**src/verilog/spi_ctrl_pkg.sv**
```systemverilog
// Purpose: Shared constants and types for the serial peripheral controller.
// Assumes: APB slave with 32-bit data, one word per register.
// Notes:   Offsets are byte addresses on the APB side.
package spi_ctrl_pkg;

	// ============================================================
	// Register map
	localparam logic [7:0] ADDR_CTRL   = 8'h00;
	localparam logic [7:0] ADDR_RXD    = 8'h08;
	localparam logic [7:0] ADDR_TXD    = 8'h0C;
	localparam logic [7:0] ADDR_STATUS = 8'h10;
	localparam logic [7:0] ADDR_IER    = 8'h14;
	localparam logic [7:0] ADDR_IDR    = 8'h18;
	localparam logic [7:0] ADDR_IMR    = 8'h1C;
	localparam logic [7:0] ADDR_STCLR  = 8'h20;
	localparam logic [3:0] CSR_PAGE    = 4'h3;

	// ============================================================
	// Field positions
	localparam int CTRL_EN        = 0;
	localparam int CTRL_DIS       = 1;
	localparam int TXD_SEL_LSB    = 16;
	localparam int TXD_LAST       = 24;
	localparam int SRC_RX_FULL    = 0;
	localparam int SRC_TX_FREE    = 1;
	localparam int SRC_OVERRUN    = 3;
	localparam int SRC_SEL_RISE   = 8;
	localparam int SRC_TX_IDLE    = 9;
	localparam int STAT_ENABLED   = 16;
	localparam int NUM_SRC        = 10;
	localparam int CSR_POL        = 0;
	localparam int CSR_PHASE      = 1;
	localparam int CSR_HOLD       = 3;
	localparam int CSR_BITS_LSB   = 4;
	localparam int CSR_DIV_LSB    = 8;
	localparam int CSR_PRE_LSB    = 16;
	localparam int CSR_GAP_LSB    = 24;

	// ============================================================
	// Reset values and counts
	localparam logic [31:0] CSR_RESET  = 32'h0000_0000;
	localparam logic [9:0]  MASK_RESET = 10'h000;
	localparam logic [4:0]  BASE_BITS  = 5'h08;
	localparam logic [4:0]  WORD_BITS  = 5'h10;
	localparam logic [12:0] GAP_MULT   = 13'h0020;

	// ============================================================
	// Character sequencer states
	typedef enum logic [3:0] {
		ST_IDLE  = 4'b0001,
		ST_PRE   = 4'b0010,
		ST_SHIFT = 4'b0100,
		ST_GAP   = 4'b1000
	} xfer_state_t;

endpackage : spi_ctrl_pkg

```
**src/verilog/spi_ctrl.sv**
```systemverilog
// Purpose: Serial peripheral master with interrupt mask and per-select timing.
// Assumes: Single clock at 250 MHz; miso and slaveSelectIn are asynchronous pins.
// Notes:   Four direct select lines, active low; one character in the holding register.
// Summary of operation
// - The transmit-idle flag drops on a holding-register write while enabled and rises when holding register, shifter and gap are all done.
// - The enabled status flag reads one while the interface is enabled and zero otherwise.
// - Enable, disable and mask share a ten-source layout, and a one written to enable sets the mask bit.
// - A one written to the disable register clears the matching mask bit, a zero does nothing.
// - The mask register reads one for each enabled source.
// - Bit 0 of a select configuration sets the resting level of the serial clock.
// - Phase zero changes data on the leading edge and samples on the trailing one; phase one the reverse.
// - Without select hold the select rises after the last transfer, with it the select stays until another select is used or a character marked last ends.
// - The four-bit length code gives 8 to 16 bits per character, and codes above 1000 are not used.
// - The serial clock is the master clock divided by the baud divisor from a modulus counter.
// - The baud divisor resets to zero, and a transfer with a zero divisor is undefined.
// - Select to first clock edge is half the serial period of the select used last (select 0 after reset) for a zero pre-clock field, else that many clocks.
// - A zero inter-character field gives back-to-back characters, else a gap of 32 clocks per count.
// - The inter-character gap follows every character, also before the select is released.
// - The select-rising flag sets on a rising slave select edge and clears on a status read.
//
// Added by the designer: the register offsets and register access over APB.
`timescale 1ns/1ns
module spi_ctrl
	import spi_ctrl_pkg::*;
(
	input  wire logic        clk,
	input  wire logic        rst,
	input  wire logic [7:0]  paddr,
	input  wire logic        psel,
	input  wire logic        penable,
	input  wire logic        pwrite,
	input  wire logic [31:0] pwdata,
	output logic      [31:0] prdata,
	output logic             pready,
	output logic             pslverr,
	output logic             sclkOut,
	output logic      [3:0]  selectN,
	output logic             mosi,
	input  wire logic        miso,
	input  wire logic        slaveSelectIn,
	output logic             irq
);
	import spi_ctrl_pkg::*;

	// ============================================================
	// Declarations
	xfer_state_t stateQ;
	logic [31:0] csrQ [4];
	logic [9:0]  maskQ;
	logic        enabledQ, holdValidQ, holdLastQ, lastQ, selActiveQ;
	logic [15:0] holdDataQ, shiftQ, rxQ, rxDataQ;
	logic [1:0]  holdSelQ, selIdxQ;
	logic        rxFullQ, overrunQ, selRiseQ, sclkQ, mosiQ;
	logic [7:0]  divCntQ, preCycQ;
	logic [5:0]  edgeCntQ;
	logic [12:0] delayCntQ;
	logic [1:0]  misoSync, ssSync;
	logic        ssPrevQ;
	logic [31:0] prdataQ;
	logic        pslverrQ;

	logic        setup, access, wrEn, rdEn;
	logic [31:0] cfg;
	logic        curPol, curPhase, curHold;
	logic [4:0]  curBits;
	logic [7:0]  curDiv, halfA, halfB, curPre;
	logic [12:0] gapLoad;
	logic [15:0] loadVal;
	logic [5:0]  lastIdx;
	logic        edgeEv, leading, lastEdge, endGo, contNext, takeIdle, take;
	logic        charDone, txIdle, selRise;
	logic [9:0]  statVec;
	logic [15:0] rxNext;

	// ============================================================
	// APB decode
	// The slave never stalls, so every access completes in its first access cycle.
	assign setup  = psel && !penable;
	assign access = psel && penable;
	assign wrEn   = access && pwrite;
	assign rdEn   = access && !pwrite;
	assign pready = 1'b1;
	assign prdata = prdataQ;
	assign pslverr = pslverrQ && access;

	// Current select configuration drives the timing of the active character; a zero pre-clock delay uses the select used last.
	assign cfg      = csrQ[selIdxQ];
	assign curPol   = cfg[CSR_POL];
	assign curPhase = cfg[CSR_PHASE];
	assign curHold  = cfg[CSR_HOLD];
	assign curBits  = BASE_BITS + {1'b0, cfg[CSR_BITS_LSB +: 4]};
	assign curDiv   = cfg[CSR_DIV_LSB +: 8];
	assign curPre   = cfg[CSR_PRE_LSB +: 8];
	// Odd divisors give the longer half to the trailing phase; a divisor of one
	// cannot toggle twice per clock and so runs at half the requested rate.
	assign halfA    = (curDiv[7:1] == 7'h00) ? 8'h01 : {1'b0, curDiv[7:1]};
	assign halfB    = (curDiv <= halfA) ? 8'h01 : 8'(curDiv - halfA);
	assign gapLoad  = 13'(cfg[CSR_GAP_LSB +: 8]) * GAP_MULT;
	assign lastIdx  = 6'({curBits, 1'b0} - 6'h01);
	assign loadVal  = holdDataQ << (WORD_BITS - BASE_BITS - {1'b0, csrQ[holdSelQ][7:4]});

	// ============================================================
	// Sequencer events
	assign edgeEv   = (stateQ == ST_SHIFT) && (divCntQ == 8'h01);
	assign leading  = !edgeCntQ[0];
	assign lastEdge = edgeEv && (edgeCntQ == lastIdx);
	assign charDone = lastEdge;
	// A character ends at its last edge when no gap is set, otherwise after the gap.
	assign endGo    = (lastEdge && gapLoad == 13'h0000) ||
	                  (stateQ == ST_GAP && delayCntQ == 13'h0001);
	assign contNext = holdValidQ && (holdSelQ == selIdxQ) && !lastQ;
	assign takeIdle = (stateQ == ST_IDLE) && holdValidQ &&
	                  !(selActiveQ && selIdxQ != holdSelQ);
	assign take     = enabledQ && (takeIdle || (endGo && contNext));
	assign rxNext   = {rxQ[14:0], misoSync[1]};
	assign txIdle   = (stateQ == ST_IDLE) && !holdValidQ;
	assign selRise  = ssSync[1] && !ssPrevQ;

	// Unimplemented sources (fault and buffer chain flags) read as zero.
	always_comb begin
		statVec               = 10'h000;
		statVec[SRC_RX_FULL]  = rxFullQ;
		statVec[SRC_TX_FREE]  = enabledQ && !holdValidQ;
		statVec[SRC_OVERRUN]  = overrunQ;
		statVec[SRC_SEL_RISE] = selRiseQ;
		statVec[SRC_TX_IDLE]  = txIdle;
	end

	// Level interrupt, high while any enabled source is pending.
	assign irq = |(statVec & maskQ);

	// ============================================================
	// Pin synchronisers
	// Both pins are asynchronous, so two flops stand before any logic.
	always_ff @(posedge clk or posedge rst) begin
		if (rst) begin
			misoSync <= 2'h0;
			ssSync   <= 2'h3;
			ssPrevQ  <= 1'b1;
		end else begin
			misoSync <= {misoSync[0], miso};
			ssSync   <= {ssSync[0], slaveSelectIn};
			ssPrevQ  <= ssSync[1];
		end
	end

	// ============================================================
	// Control, mask and configuration registers
	// Enable wins over disable only when both land in the same write.
	always_ff @(posedge clk or posedge rst) begin
		if (rst) begin
			enabledQ <= 1'b0;
		end else if (wrEn && paddr == ADDR_CTRL) begin
			if (pwdata[CTRL_DIS]) begin
				enabledQ <= 1'b0;
			end
			if (pwdata[CTRL_EN]) begin
				enabledQ <= 1'b1;
			end
		end
	end

	// Write-one set and write-one clear of the shared ten-source mask.
	always_ff @(posedge clk or posedge rst) begin
		if (rst) begin
			maskQ <= MASK_RESET;
		end else if (wrEn && paddr == ADDR_IER) begin
			maskQ <= maskQ | pwdata[NUM_SRC-1:0];
		end else if (wrEn && paddr == ADDR_IDR) begin
			maskQ <= maskQ & ~pwdata[NUM_SRC-1:0];
		end
	end

	// Per-select configuration; the divisor field resets to zero.
	always_ff @(posedge clk or posedge rst) begin
		if (rst) begin
			for (int i = 0; i < 4; i++) begin
				csrQ[i] <= CSR_RESET;
			end
		end else if (wrEn && paddr[7:4] == CSR_PAGE && paddr[1:0] == 2'h0) begin
			csrQ[paddr[3:2]] <= {pwdata[31:8], pwdata[7:4], pwdata[3], 1'b0, pwdata[1:0]};
		end
	end

	// Holding register; a write while full overwrites the waiting character.
	always_ff @(posedge clk or posedge rst) begin
		if (rst) begin
			holdValidQ <= 1'b0;
			holdDataQ  <= 16'h0000;
			holdSelQ   <= 2'h0;
			holdLastQ  <= 1'b0;
		end else if (!enabledQ) begin
			holdValidQ <= 1'b0;
		end else if (wrEn && paddr == ADDR_TXD) begin
			holdValidQ <= 1'b1;
			holdDataQ  <= pwdata[15:0];
			holdSelQ   <= pwdata[TXD_SEL_LSB +: 2];
			holdLastQ  <= pwdata[TXD_LAST];
		end else if (take) begin
			holdValidQ <= 1'b0;
		end
	end

	// ============================================================
	// Status flags
	// Hardware set wins over a read or write-one clear in the same cycle.
	always_ff @(posedge clk or posedge rst) begin
		if (rst) begin
			rxFullQ  <= 1'b0;
			overrunQ <= 1'b0;
			selRiseQ <= 1'b0;
			rxDataQ  <= 16'h0000;
		end else begin
			if (rdEn && paddr == ADDR_RXD) begin
				rxFullQ <= 1'b0;
			end
			if (rdEn && paddr == ADDR_STATUS) begin
				overrunQ <= 1'b0;
				selRiseQ <= 1'b0;
			end
			if (wrEn && paddr == ADDR_STCLR) begin
				if (pwdata[SRC_OVERRUN]) begin
					overrunQ <= 1'b0;
				end
				if (pwdata[SRC_SEL_RISE]) begin
					selRiseQ <= 1'b0;
				end
			end
			// The flag sets when a character completes with rxFullQ still set, even if the receive data is read in the same cycle.
			if (charDone) begin
				rxFullQ  <= 1'b1;
				rxDataQ  <= curPhase ? rxQ : rxNext;
				if (rxFullQ) begin
					overrunQ <= 1'b1;
				end
			end
			if (selRise) begin
				selRiseQ <= 1'b1;
			end
		end
	end

	// ============================================================
	// Character sequencer
	// One process owns the pins so select, clock and data never disagree.
	always_ff @(posedge clk or posedge rst) begin
		if (rst) begin
			stateQ     <= ST_IDLE;
			selIdxQ    <= 2'h0;
			selActiveQ <= 1'b0;
			lastQ      <= 1'b0;
			shiftQ     <= 16'h0000;
			rxQ        <= 16'h0000;
			sclkQ      <= 1'b0;
			mosiQ      <= 1'b0;
			divCntQ    <= 8'h01;
			edgeCntQ   <= 6'h00;
			delayCntQ  <= 13'h0001;
		end else if (!enabledQ) begin
			stateQ     <= ST_IDLE;
			selActiveQ <= 1'b0;
			sclkQ      <= curPol;
		end else begin
			case (stateQ)
				ST_IDLE: begin
					sclkQ <= curPol;
					if (holdValidQ && selActiveQ && selIdxQ != holdSelQ) begin
						selActiveQ <= 1'b0;
					end else if (take && selActiveQ) begin
						lastQ    <= holdLastQ;
						rxQ      <= 16'h0000;
						divCntQ  <= halfA;
						edgeCntQ <= 6'h00;
						stateQ   <= ST_SHIFT;
						if (curPhase) begin
							mosiQ  <= loadVal[15];
							shiftQ <= loadVal << 1;
						end else begin
							shiftQ <= loadVal;
						end
					end else if (take) begin
						selIdxQ    <= holdSelQ;
						selActiveQ <= 1'b1;
						lastQ      <= holdLastQ;
						shiftQ     <= loadVal;
						rxQ        <= 16'h0000;
						stateQ     <= ST_PRE;
						sclkQ      <= csrQ[holdSelQ][CSR_POL];
						// Phase one puts the first bit out with the select, ahead of the first edge.
						if (csrQ[holdSelQ][CSR_PHASE]) begin
							mosiQ  <= loadVal[15];
							shiftQ <= loadVal << 1;
						end
						delayCntQ  <= (csrQ[holdSelQ][CSR_PRE_LSB +: 8] == 8'h00) ?
						              13'(halfA) : 13'(csrQ[holdSelQ][CSR_PRE_LSB +: 8]);
					end
				end
				ST_PRE: begin
					sclkQ <= curPol;
					// The first edge closes the delay itself, so no extra half period follows.
					if (delayCntQ == 13'h0001) begin
						sclkQ    <= !curPol;
						divCntQ  <= halfB;
						edgeCntQ <= 6'h01;
						stateQ   <= ST_SHIFT;
						if (curPhase) begin
							rxQ <= rxNext;
						end else begin
							mosiQ  <= shiftQ[15];
							shiftQ <= shiftQ << 1;
						end
					end else begin
						delayCntQ <= delayCntQ - 13'h0001;
					end
				end
				ST_SHIFT: begin
					if (edgeEv) begin
						sclkQ    <= !sclkQ;
						edgeCntQ <= edgeCntQ + 6'h01;
						divCntQ  <= leading ? halfB : halfA;
						// Phase one samples on leading edges, phase zero on trailing.
						if (leading == curPhase) begin
							rxQ <= rxNext;
						end else if (!lastEdge) begin
							mosiQ  <= shiftQ[15];
							shiftQ <= shiftQ << 1;
						end
					end else begin
						divCntQ <= divCntQ - 8'h01;
					end
					if (lastEdge && gapLoad != 13'h0000) begin
						stateQ    <= ST_GAP;
						delayCntQ <= gapLoad;
					end
				end
				ST_GAP: begin
					sclkQ <= curPol;
					if (delayCntQ != 13'h0001) begin
						delayCntQ <= delayCntQ - 13'h0001;
					end
				end
				default: begin
					stateQ <= ST_IDLE;
				end
			endcase
			// Back-to-back characters keep the clock duty cycle when no gap is set.
			if (endGo && take) begin
				lastQ    <= holdLastQ;
				rxQ      <= 16'h0000;
				divCntQ  <= halfA;
				edgeCntQ <= 6'h00;
				stateQ   <= ST_SHIFT;
				if (curPhase) begin
					mosiQ  <= loadVal[15];
					shiftQ <= loadVal << 1;
				end else begin
					shiftQ <= loadVal;
				end
			end else if (endGo) begin
				stateQ     <= ST_IDLE;
				selActiveQ <= curHold && !lastQ;
			end
		end
	end

	assign sclkOut = sclkQ;
	assign mosi    = mosiQ;
	assign selectN = selActiveQ ? ~(4'h1 << selIdxQ) : 4'hF;

	// ============================================================
	// Read data and error, captured in the setup cycle
	always_ff @(posedge clk or posedge rst) begin
		if (rst) begin
			prdataQ  <= 32'h0000_0000;
			pslverrQ <= 1'b0;
		end else if (setup) begin
			prdataQ  <= 32'h0000_0000;
			pslverrQ <= 1'b0;
			case (paddr)
				ADDR_CTRL, ADDR_TXD, ADDR_IER, ADDR_IDR, ADDR_STCLR: begin
					prdataQ <= 32'h0000_0000;
				end
				ADDR_RXD: begin
					prdataQ <= {14'h0000, selIdxQ, rxDataQ};
				end
				ADDR_STATUS: begin
					prdataQ <= {15'h0000, enabledQ, 6'h00, statVec};
				end
				ADDR_IMR: begin
					prdataQ <= {22'h000000, maskQ};
				end
				default: begin
					if (paddr[7:4] == CSR_PAGE && paddr[1:0] == 2'h0) begin
						prdataQ <= csrQ[paddr[3:2]];
					end else begin
						pslverrQ <= 1'b1;
					end
				end
			endcase
		end
	end

	// ============================================================
	// Checks
	always_ff @(posedge clk or posedge rst) begin
		if (rst) begin
			preCycQ <= 8'h00;
		end else begin
			preCycQ <= (stateQ == ST_PRE) ? preCycQ + 8'h01 : 8'h00;
		end
	end

	a_idle_clear: assert property (@(posedge clk) disable iff (rst)
		wrEn && paddr == ADDR_TXD && enabledQ |=> !statVec[SRC_TX_IDLE])
		else $error("transmit idle still set after holding write");
	a_enable_status: assert property (@(posedge clk) disable iff (rst)
		wrEn && paddr == ADDR_CTRL && pwdata[CTRL_EN] |=> enabledQ)
		else $error("enabled flag not set after enable");
	a_mask_set: assert property (@(posedge clk) disable iff (rst)
		wrEn && paddr == ADDR_IER |=> (maskQ & $past(pwdata[9:0])) == $past(pwdata[9:0]))
		else $error("mask bit not set by enable write");
	a_mask_clear: assert property (@(posedge clk) disable iff (rst)
		wrEn && paddr == ADDR_IDR |=> (maskQ & $past(pwdata[9:0])) == 10'h000 &&
		(maskQ | $past(pwdata[9:0])) == ($past(maskQ) | $past(pwdata[9:0])))
		else $error("disable write hit wrong mask bits");
	a_mask_read: assert property (@(posedge clk) disable iff (rst)
		setup && !pwrite && paddr == ADDR_IMR ##1 access |-> prdata[9:0] == $past(maskQ))
		else $error("mask readback wrong");
	a_irq_level: assert property (@(posedge clk) disable iff (rst)
		selRiseQ && maskQ[SRC_SEL_RISE] |-> irq)
		else $error("interrupt missing for enabled source");
	a_clock_rest: assert property (@(posedge clk) disable iff (rst)
		stateQ == ST_PRE ##1 stateQ == ST_PRE |-> sclkOut == curPol)
		else $error("serial clock not at resting level");
	a_pre_delay: assert property (@(posedge clk) disable iff (rst)
		stateQ == ST_PRE ##1 stateQ == ST_SHIFT |->
		$past(preCycQ) + 8'h01 == ((curPre == 8'h00) ? halfA : curPre))
		else $error("pre-clock delay length wrong");
	a_select_release: assert property (@(posedge clk) disable iff (rst)
		endGo && !take && (!curHold || lastQ) |=> selectN == 4'hF)
		else $error("select not released after last character");
	a_gap_hold: assert property (@(posedge clk) disable iff (rst)
		stateQ == ST_GAP |-> selectN != 4'hF)
		else $error("select dropped during inter-character gap");

endmodule : spi_ctrl

```
**config.mk**
```make
export PLATFORM = sky130hd
export DESIGN_NAME = spi_ctrl
export DESIGN_NICKNAME = d
export VERILOG_FILES = /design/src/verilog/spi_ctrl_pkg.sv /design/src/verilog/spi_ctrl.sv
export SDC_FILE = /design/constraint.sdc
export NUM_CORES = 1
export LEC_CHECK = 0
export BUFFER_PORTS_ARGS = -buffer_cell sky130_fd_sc_hd__buf_4
export CORE_MARGIN = 5
export CORE_UTILIZATION = 40
export CTS_CLUSTER_DIAMETER = 60
export DETAILED_ROUTE_END_ITERATION = 6
export PLACE_DENSITY = 0.53
export SLEW_MARGIN = 20
export SYNTH_ARGS = -nofsm -noshare
export SYNTH_HDL_FRONTEND = slang
export SYNTH_SLANG_ARGS = --single-unit
```
**constraint.sdc**
```tcl
create_clock -name clk -period 18.05 [get_ports clk]
set_clock_uncertainty 0.2 [all_clocks]
set_input_delay 0 -clock clk [delete_from_list [all_inputs] [get_ports clk]]
set_output_delay 0 -clock clk [all_outputs]
set_load 0.03 [all_outputs]
```
Word level (Yosys, flattened, before mapping)
Index checks and enable logic that the tools add are counted.

Shifts and indexed selects: 2. Reductions and logical operators: 74. Equality and inequality tests: 44. Multiplexer cells: 121. Bitwise logic cells: 10. Magnitude comparators: 5. Add/sub/neg operators: 7.

Operators by type and width (number): two-way mux 16 bit (20); binary-select mux 32 bit (select 2 bit) (3); two-way mux 32 bit (6); bitwise mux 128 bit (1); case mux 32 bit (4 select lines) (1); case mux 16 bit (3 select lines) (2); two-way mux 13 bit (6); demux 32 bit (select 2 bit) (1); two-way mux 8 bit (8); case mux 13 bit (4 select lines) (1); two-way mux 1 bit (48); two-way mux 24 bit (2); logical AND 1 bit (36); two-way mux 4 bit (9); equality test 8 x 5 -> 1 bit, second input constant (4); two-way mux 6 bit (5); case mux 8 bit (3 select lines) (1); AND 10 bit (2); two-way mux 10 bit (2); case mux 6 bit (3 select lines) (1); equality test 8 x 4 -> 1 bit, second input constant (2); zero test 8 bit (2); case mux 4 bit (4 select lines) (1); AND reduction 8 bit (2); other kinds (61) (97).

Bits of input ports: 47. Word-level logic and storage cells: 293. Output and inout bits: 41. Bits in registers: 285.

Depth between registers and ports, before layout
Depth in word-level cells: 20. Depth in mapped cells: 19. Mapped depth without buffers: 16.

Worst setup path before layout
Ideal clock, no wire load.

Path kind: register to register. Start point: register selIdxQ[0]. End point: register divCntQ[2]. Cell stages (with the launch flop): 19. Setup slack: 13.730 ns. Buffers on the path: 3. Period minus slack after synthesis: 4.320 ns. Required time: 17.714 ns. Data arrival time: 3.984 ns. Library setup time: 0.136 ns. Cell sequence: dfrtp_1 -> buf_6 -> buf_2 -> clkbuf_1 -> mux4_2 -> inv_1 -> ha_1 -> nand3_1 -> nand2_1 -> ha_1 -> inv_1 -> fa_1 -> a21o_1 -> a21oi_1 -> o21bai_1 -> a31oi_1 -> nor3_1 -> a222oi_1 -> mux2i_1.

Cells in the longest elaborated chain, start to end: 16. Elaborated cells on any way between the ends: 41. Those cells by class: add/sub: 3; order compare: 1; eq/ne: 6; mux: 12; bitwise: 1; reduce/logical: 18.

Ends and longest elaborated chain: from (decl) (RTL line spi_ctrl.sv:52) `logic [1:0] holdSelQ, selIdxQ;`; from (signal assigned) (RTL line spi_ctrl.sv:282) `selIdxQ <= holdSelQ;`; inverter 2 -> 3 bit (implied by the code) (RTL line spi_ctrl.sv:87) `assign cfg = csrQ[selIdxQ];`; binary-select mux 32 bit (select 2 bit) (RTL line spi_ctrl.sv:87); two-way mux 32 bit (implied by the code) (2 in a row) (RTL line spi_ctrl.sv:87); adder 4 x 4 -> 5 bit (RTL line spi_ctrl.sv:91) `assign curBits = BASE_BITS + {1'b0, cfg[CSR_BITS_LSB +: 4]};`; subtractor 6 x 1 -> 6 bit (RTL line spi_ctrl.sv:99) `assign lastIdx = 6'({curBits, 1'b0} - 6'h01);`; equality test 6 bit (RTL line spi_ctrl.sv:106) `assign lastEdge = edgeEv && (edgeCntQ == lastIdx);`; logical AND 1 bit (RTL line spi_ctrl.sv:106); logical AND 1 bit (RTL line spi_ctrl.sv:109) `assign endGo = (lastEdge && gapLoad == 13'h0000) ||`; logical OR 1 bit (RTL line spi_ctrl.sv:109); logical AND 1 bit (RTL line spi_ctrl.sv:114) `assign take = enabledQ && (takeIdle || (endGo && contNext));`; logical OR 1 bit (RTL line spi_ctrl.sv:114); logical AND 1 bit (RTL line spi_ctrl.sv:114); logical AND 1 bit (on tied branches) (RTL line spi_ctrl.sv:269, spi_ctrl.sv:347); inequality test 3 x 1 -> 1 bit (no line) (tied with other cells); AND reduction 5 bit (no line); to (signal assigned) (RTL line spi_ctrl.sv:272) `divCntQ <= halfA;`; to (signal assigned) (RTL line spi_ctrl.sv:303) `divCntQ <= halfB;`; to (signal assigned) (RTL line spi_ctrl.sv:320) `divCntQ <= leading ? halfB : halfA;`; to (decl) (RTL line spi_ctrl.sv:54) `logic [7:0] divCntQ, preCycQ;`.

Several ways; a longest one is shown, not always the timed one. The select of a mux whose other input is x is not followed. A chain may end at the register's enable or synchronous reset.

Final worst setup path
Same ends and word-level chain as after synthesis.

==> out/results.env <==
LAYOUT_MIN_CYCLE_TIME_NS=5.10
REQUIRED_NS=18.24
WORST_SLEW_MARGIN_REL=0.280
FINALWEIGHTEDCONGESTION=0.836
TIMING.REG2REG.SETUP_SLACK_NS=12.95
CTS_INSERTED_BUFFERS=37
MAX-CLOCK-PATH-BUFFERS=3
HOLD_WS_NS=-0.00285
MAX_FREQ_MHz=196
SYNTH.NET_COUNT=1486
TRACK_USAGE=0.202
POST_DRT_WL_PER_CELL_UM=21.3
FINAL.FILL_COUNT=3570
FAILED_CHECKS='negative hold slack'
DRT_FIRST_PASS_ITERS=7
POST-ROUTE-DRC-COUNT=0
CTS_RESIZED=0
TNS_NS=0
NUMBER_OF_GLOBAL_ROUTE_VIAS_BEFORE_REPAIR=11942
LAYOUT.CELL_AREA.NON_FILLER_UM2=18500
NUMCLOCKSINKS=281
POST_CTS_BUFFERS=0
ANTENNA-DIODE-COUNT=0
GRT_SETUP_UNREPAIRED='no'
TIGHTEST_SLEW_NS=1.08
DIE_X_UM=208
RATIO_OF_CELLS_WITH_DRIVE_ABOVE_1_IN_THE_FINAL_LAYOUT=0.275
ROUTED-VIA-COUNT=11859
REG2REG_FROM='selIdxQ[0]'
FIN_NETS=1593
SETUP-VIOLATIONS-FINAL=0
SYN-INSTANCE-COUNT=1421
DIE_Y_UM=208
PERIOD_SHARE=0.283
SYN_AVG_CELL_AREA_UM2=11.0
STATUS='finished, violations left'
HTREE_LEVELS=2
PNR_WORST_SETUP_SLACK_NS=12.95
GRT_OVERFLOW_TOTAL=0
SEQ_TOTAL_AREA_YOSYS=0.449
CLOCK_TREE_FROM_TRITONCTS='done'
DIE-AREA_UM2=43200
YS.WARNINGS.COUNT=0
DPL_WS_NS=12.96
WORST-ENDPOINT-ARRIVAL_NS=5.29
AREA_DELTA_SYNTH_FINAL_PCT=18.0
DRT-VIAS-PER-INSTANCE=5.72
PORT_BUFFERS=86
IO-PIN-COUNT=88
CLKTRANSATPATHREGS_NS=0.06
FINALWIRELENGTH_UM=44100
POSTSYNTHREGISTERBITS=281
HOLDCRITPATHCLASS='in -> async'
CTS_HOLD_BUF=48
REPORT.FINAL.SLEW_VIOL_COUNT=0
PIN_COUNT_OF_THE_BIGGEST_NET_ENTERING_GLOBAL_ROUTING=161
LEAKAGE_POWER_FIGURE_nW=8.14
SYNTH_ENABLE_FLOP_CELLS=0
CAP_VIOLATIONS=0
DOMINANTREGCELLSYNTH='dfrtp_1'
TIMING_WORST_SETUP_PATH_TYPE='reg -> reg'
POWER_DENSITY_nW_PER_UM2=77.9
CLOCK_INSERTION_DELAY_WORST_SKEW_NS=0.53
FINAL_COMMON_CELL='dfrtp_1'
GRT_ANTENNA_BEFORE_REPAIR=2
STARTING_DENSITY=0.404
CRITPATHLAUNCHTYPE='flip-flop'
CP-END-KIND='flip-flop'
WORST-PATH-MAX-FANOUT=20
NETLIST_AREA_UM2=15700
YOSYSUNIQUECELLTYPES=77
MOST-COMMON-LAYOUT-CELLS='dfrtp_1 (274), nand2_1 (168), mux2_2 (154)'
PLACEMENT.CELL_AREA_UM2=16800
STD_CELL_ROWS=72
WORST-R2R-CELL-COUNT=12
GRT_FIRST_PASS_WIRELENGTH_UM=70400
CTS.ROOT.BUFFER_CELL='clkbuf_16'
IRDROPWORSTVDD_uV=55.3
ASYNC_FLOP_SHARE=1.00
TIMING_HOLD_VIOLATIONS_FINAL=1
DP_HPWL_UM=30000
FP.COREAREA_UM2=38700
POSTROUTEANTENNANETS=0
CRIT_REG_REG_ENDPOINT='divCntQ[2]'
DRT_ITER0_DRC=988
cell families after synthesis:
group | Yosys count | synth area share
muxes | 270 | 0.245
xor gates and xnor gates | 25 | 0.0140
DFF | 281 | 0.449
and+or+nand+nor | 369 | 0.110
AOI/OAI and AO/OA | 314 | 0.129
buffers and inverters | 143 | 0.0381
other | 1 | 0.000239
adders and majority gates | 18 | 0.0149
layout make-up:
cell class              instances  area [µm²]  share of cell area
clock inverters                17         161             0.00873
repair buffers                157        1310              0.0709
multi-input cells             997        8080               0.437
well taps                     518         648              0.0351
flip-flops and latches        281        7040               0.381
clock buffers                  48        1030              0.0556
inverters                      54         210              0.0114
worst max path at each step:
stage | endpoint | start | slack [ns] | cells after the start
floorplan | async pin | rst | 10.11 | 1
global placement | divCntQ[3] | selIdxQ[0] | 12.97 | 12
detailed placement | divCntQ[3] | selIdxQ[0] | 12.96 | 12
CTS | divCntQ[5] | selIdxQ[0] | 12.87 | 12
global route | divCntQ[2] | selIdxQ[0] | 12.52 | 12
finish | divCntQ[2] | selIdxQ[0] | 12.95 | 12
flip-flops by register name (all words and copies together), names as in the netlist, 2 cells and up, named ones only:
register / cells
rxDataQ: 16
holdDataQ: 16
divCntQ: 8
shiftQ: 16
stateQ: 4
ssSync: 2
csrQ: 124
selIdxQ: 2
holdSelQ: 2
misoSync: 2
prdata: 32
delayCntQ: 13
rxQ: 16
edgeCntQ: 6
stage by stage:
| stage | hold slack, ns | util | power [mW] | cells |
|---|---|---|---|---|
| global placement | -0.0903 | 0.434 | 0.731 | 1959 |
| finish | -0.00285 | 0.477 | 1.44 | 2072 |
| CTS | 0.0273 | 0.477 | 1.46 | 2072 |
| floorplan | -0.196 | - | 0.699 | 1421 |
| detailed placement | -0.0894 | 0.434 | 0.731 | 1959 |
| global route | 0.0632 | 0.477 | 1.49 | 2072 |
routing by layer:
metal,share of wire,vias to the layer above,global-route usage,wire length [µm]
met5,0,-,0,0
li1,-,5504,-,-
met2,0.46,312,0.317,20100
met3,0.051,55,0.0320,2270
met1,0.47,5988,0.297,20800
met4,0.020,0,0.0494,891
cells in the mapped netlist, types with 5 or more instances:
| master | instances | share of area |
|---|---|---|
| dfrtp_1 | 275 | 0.44 |
| nand2_1 | 168 | 0.040 |
| mux2_2 | 154 | 0.11 |
| o21ai_0 | 94 | 0.030 |
| a21oi_1 | 84 | 0.027 |
| mux4_2 | 71 | 0.10 |
| nor2_1 | 70 | 0.017 |
| clkbuf_1 | 55 | 0.013 |
| inv_1 | 53 | 0.013 |
| mux2i_1 | 42 | 0.027 |
| nor3_1 | 30 | 0.0096 |
| nand3_1 | 27 | 0.0086 |
| buf_1 | 18 | 0.0043 |
| xnor2_1 | 18 | 0.010 |
| ha_1 | 17 | 0.014 |
| a222oi_1 | 16 | 0.010 |
| a22oi_1 | 14 | 0.0067 |
| nand4_1 | 11 | 0.0044 |
| nor4_1 | 11 | 0.0044 |
| o22ai_1 | 11 | 0.0044 |
| a22o_1 | 10 | 0.0056 |
| o31ai_1 | 10 | 0.0048 |
| buf_2 | 9 | 0.0029 |
| a211oi_1 | 8 | 0.0038 |
| o21bai_1 | 7 | 0.0034 |
| or4_1 | 7 | 0.0034 |
| xor2_1 | 7 | 0.0039 |
| a21o_1 | 6 | 0.0029 |
| a221oi_1 | 6 | 0.0034 |
| buf_6 | 6 | 0.0043 |
| dfstp_2 | 6 | 0.010 |
| nand2b_1 | 6 | 0.0024 |
| o211ai_1 | 6 | 0.0029 |
| o21a_1 | 6 | 0.0029 |
| a31oi_1 | 5 | 0.0020 |
| and3_1 | 5 | 0.0020 |
| nor4b_1 | 5 | 0.0028 |
| o21ai_1 | 5 | 0.0016 |
where the power goes:
part           switching, mW  internal [mW]  leakage, nW
combinational         0.0521         0.0343         3.73
sequential           0.00448          0.636         3.83
clock                  0.293          0.421        0.587
total                  0.349           1.09         8.14
worst max-delay path, stage by stage, from the launching register on:
cell and delay (ns):
dfrtp_2 0.58, buf_4 0.43, mux4_2 0.61, inv_1 0.08
ha_1 0.17, inv_1 0.04, o21ai_0 0.32, xnor2_1 0.19
o41a_1 0.54, o21a_1 0.82, nand2_1 0.40, a222oi_1 0.44
mux2i_1 0.13
No activity file was read; power rests on OpenSTA's default activity.
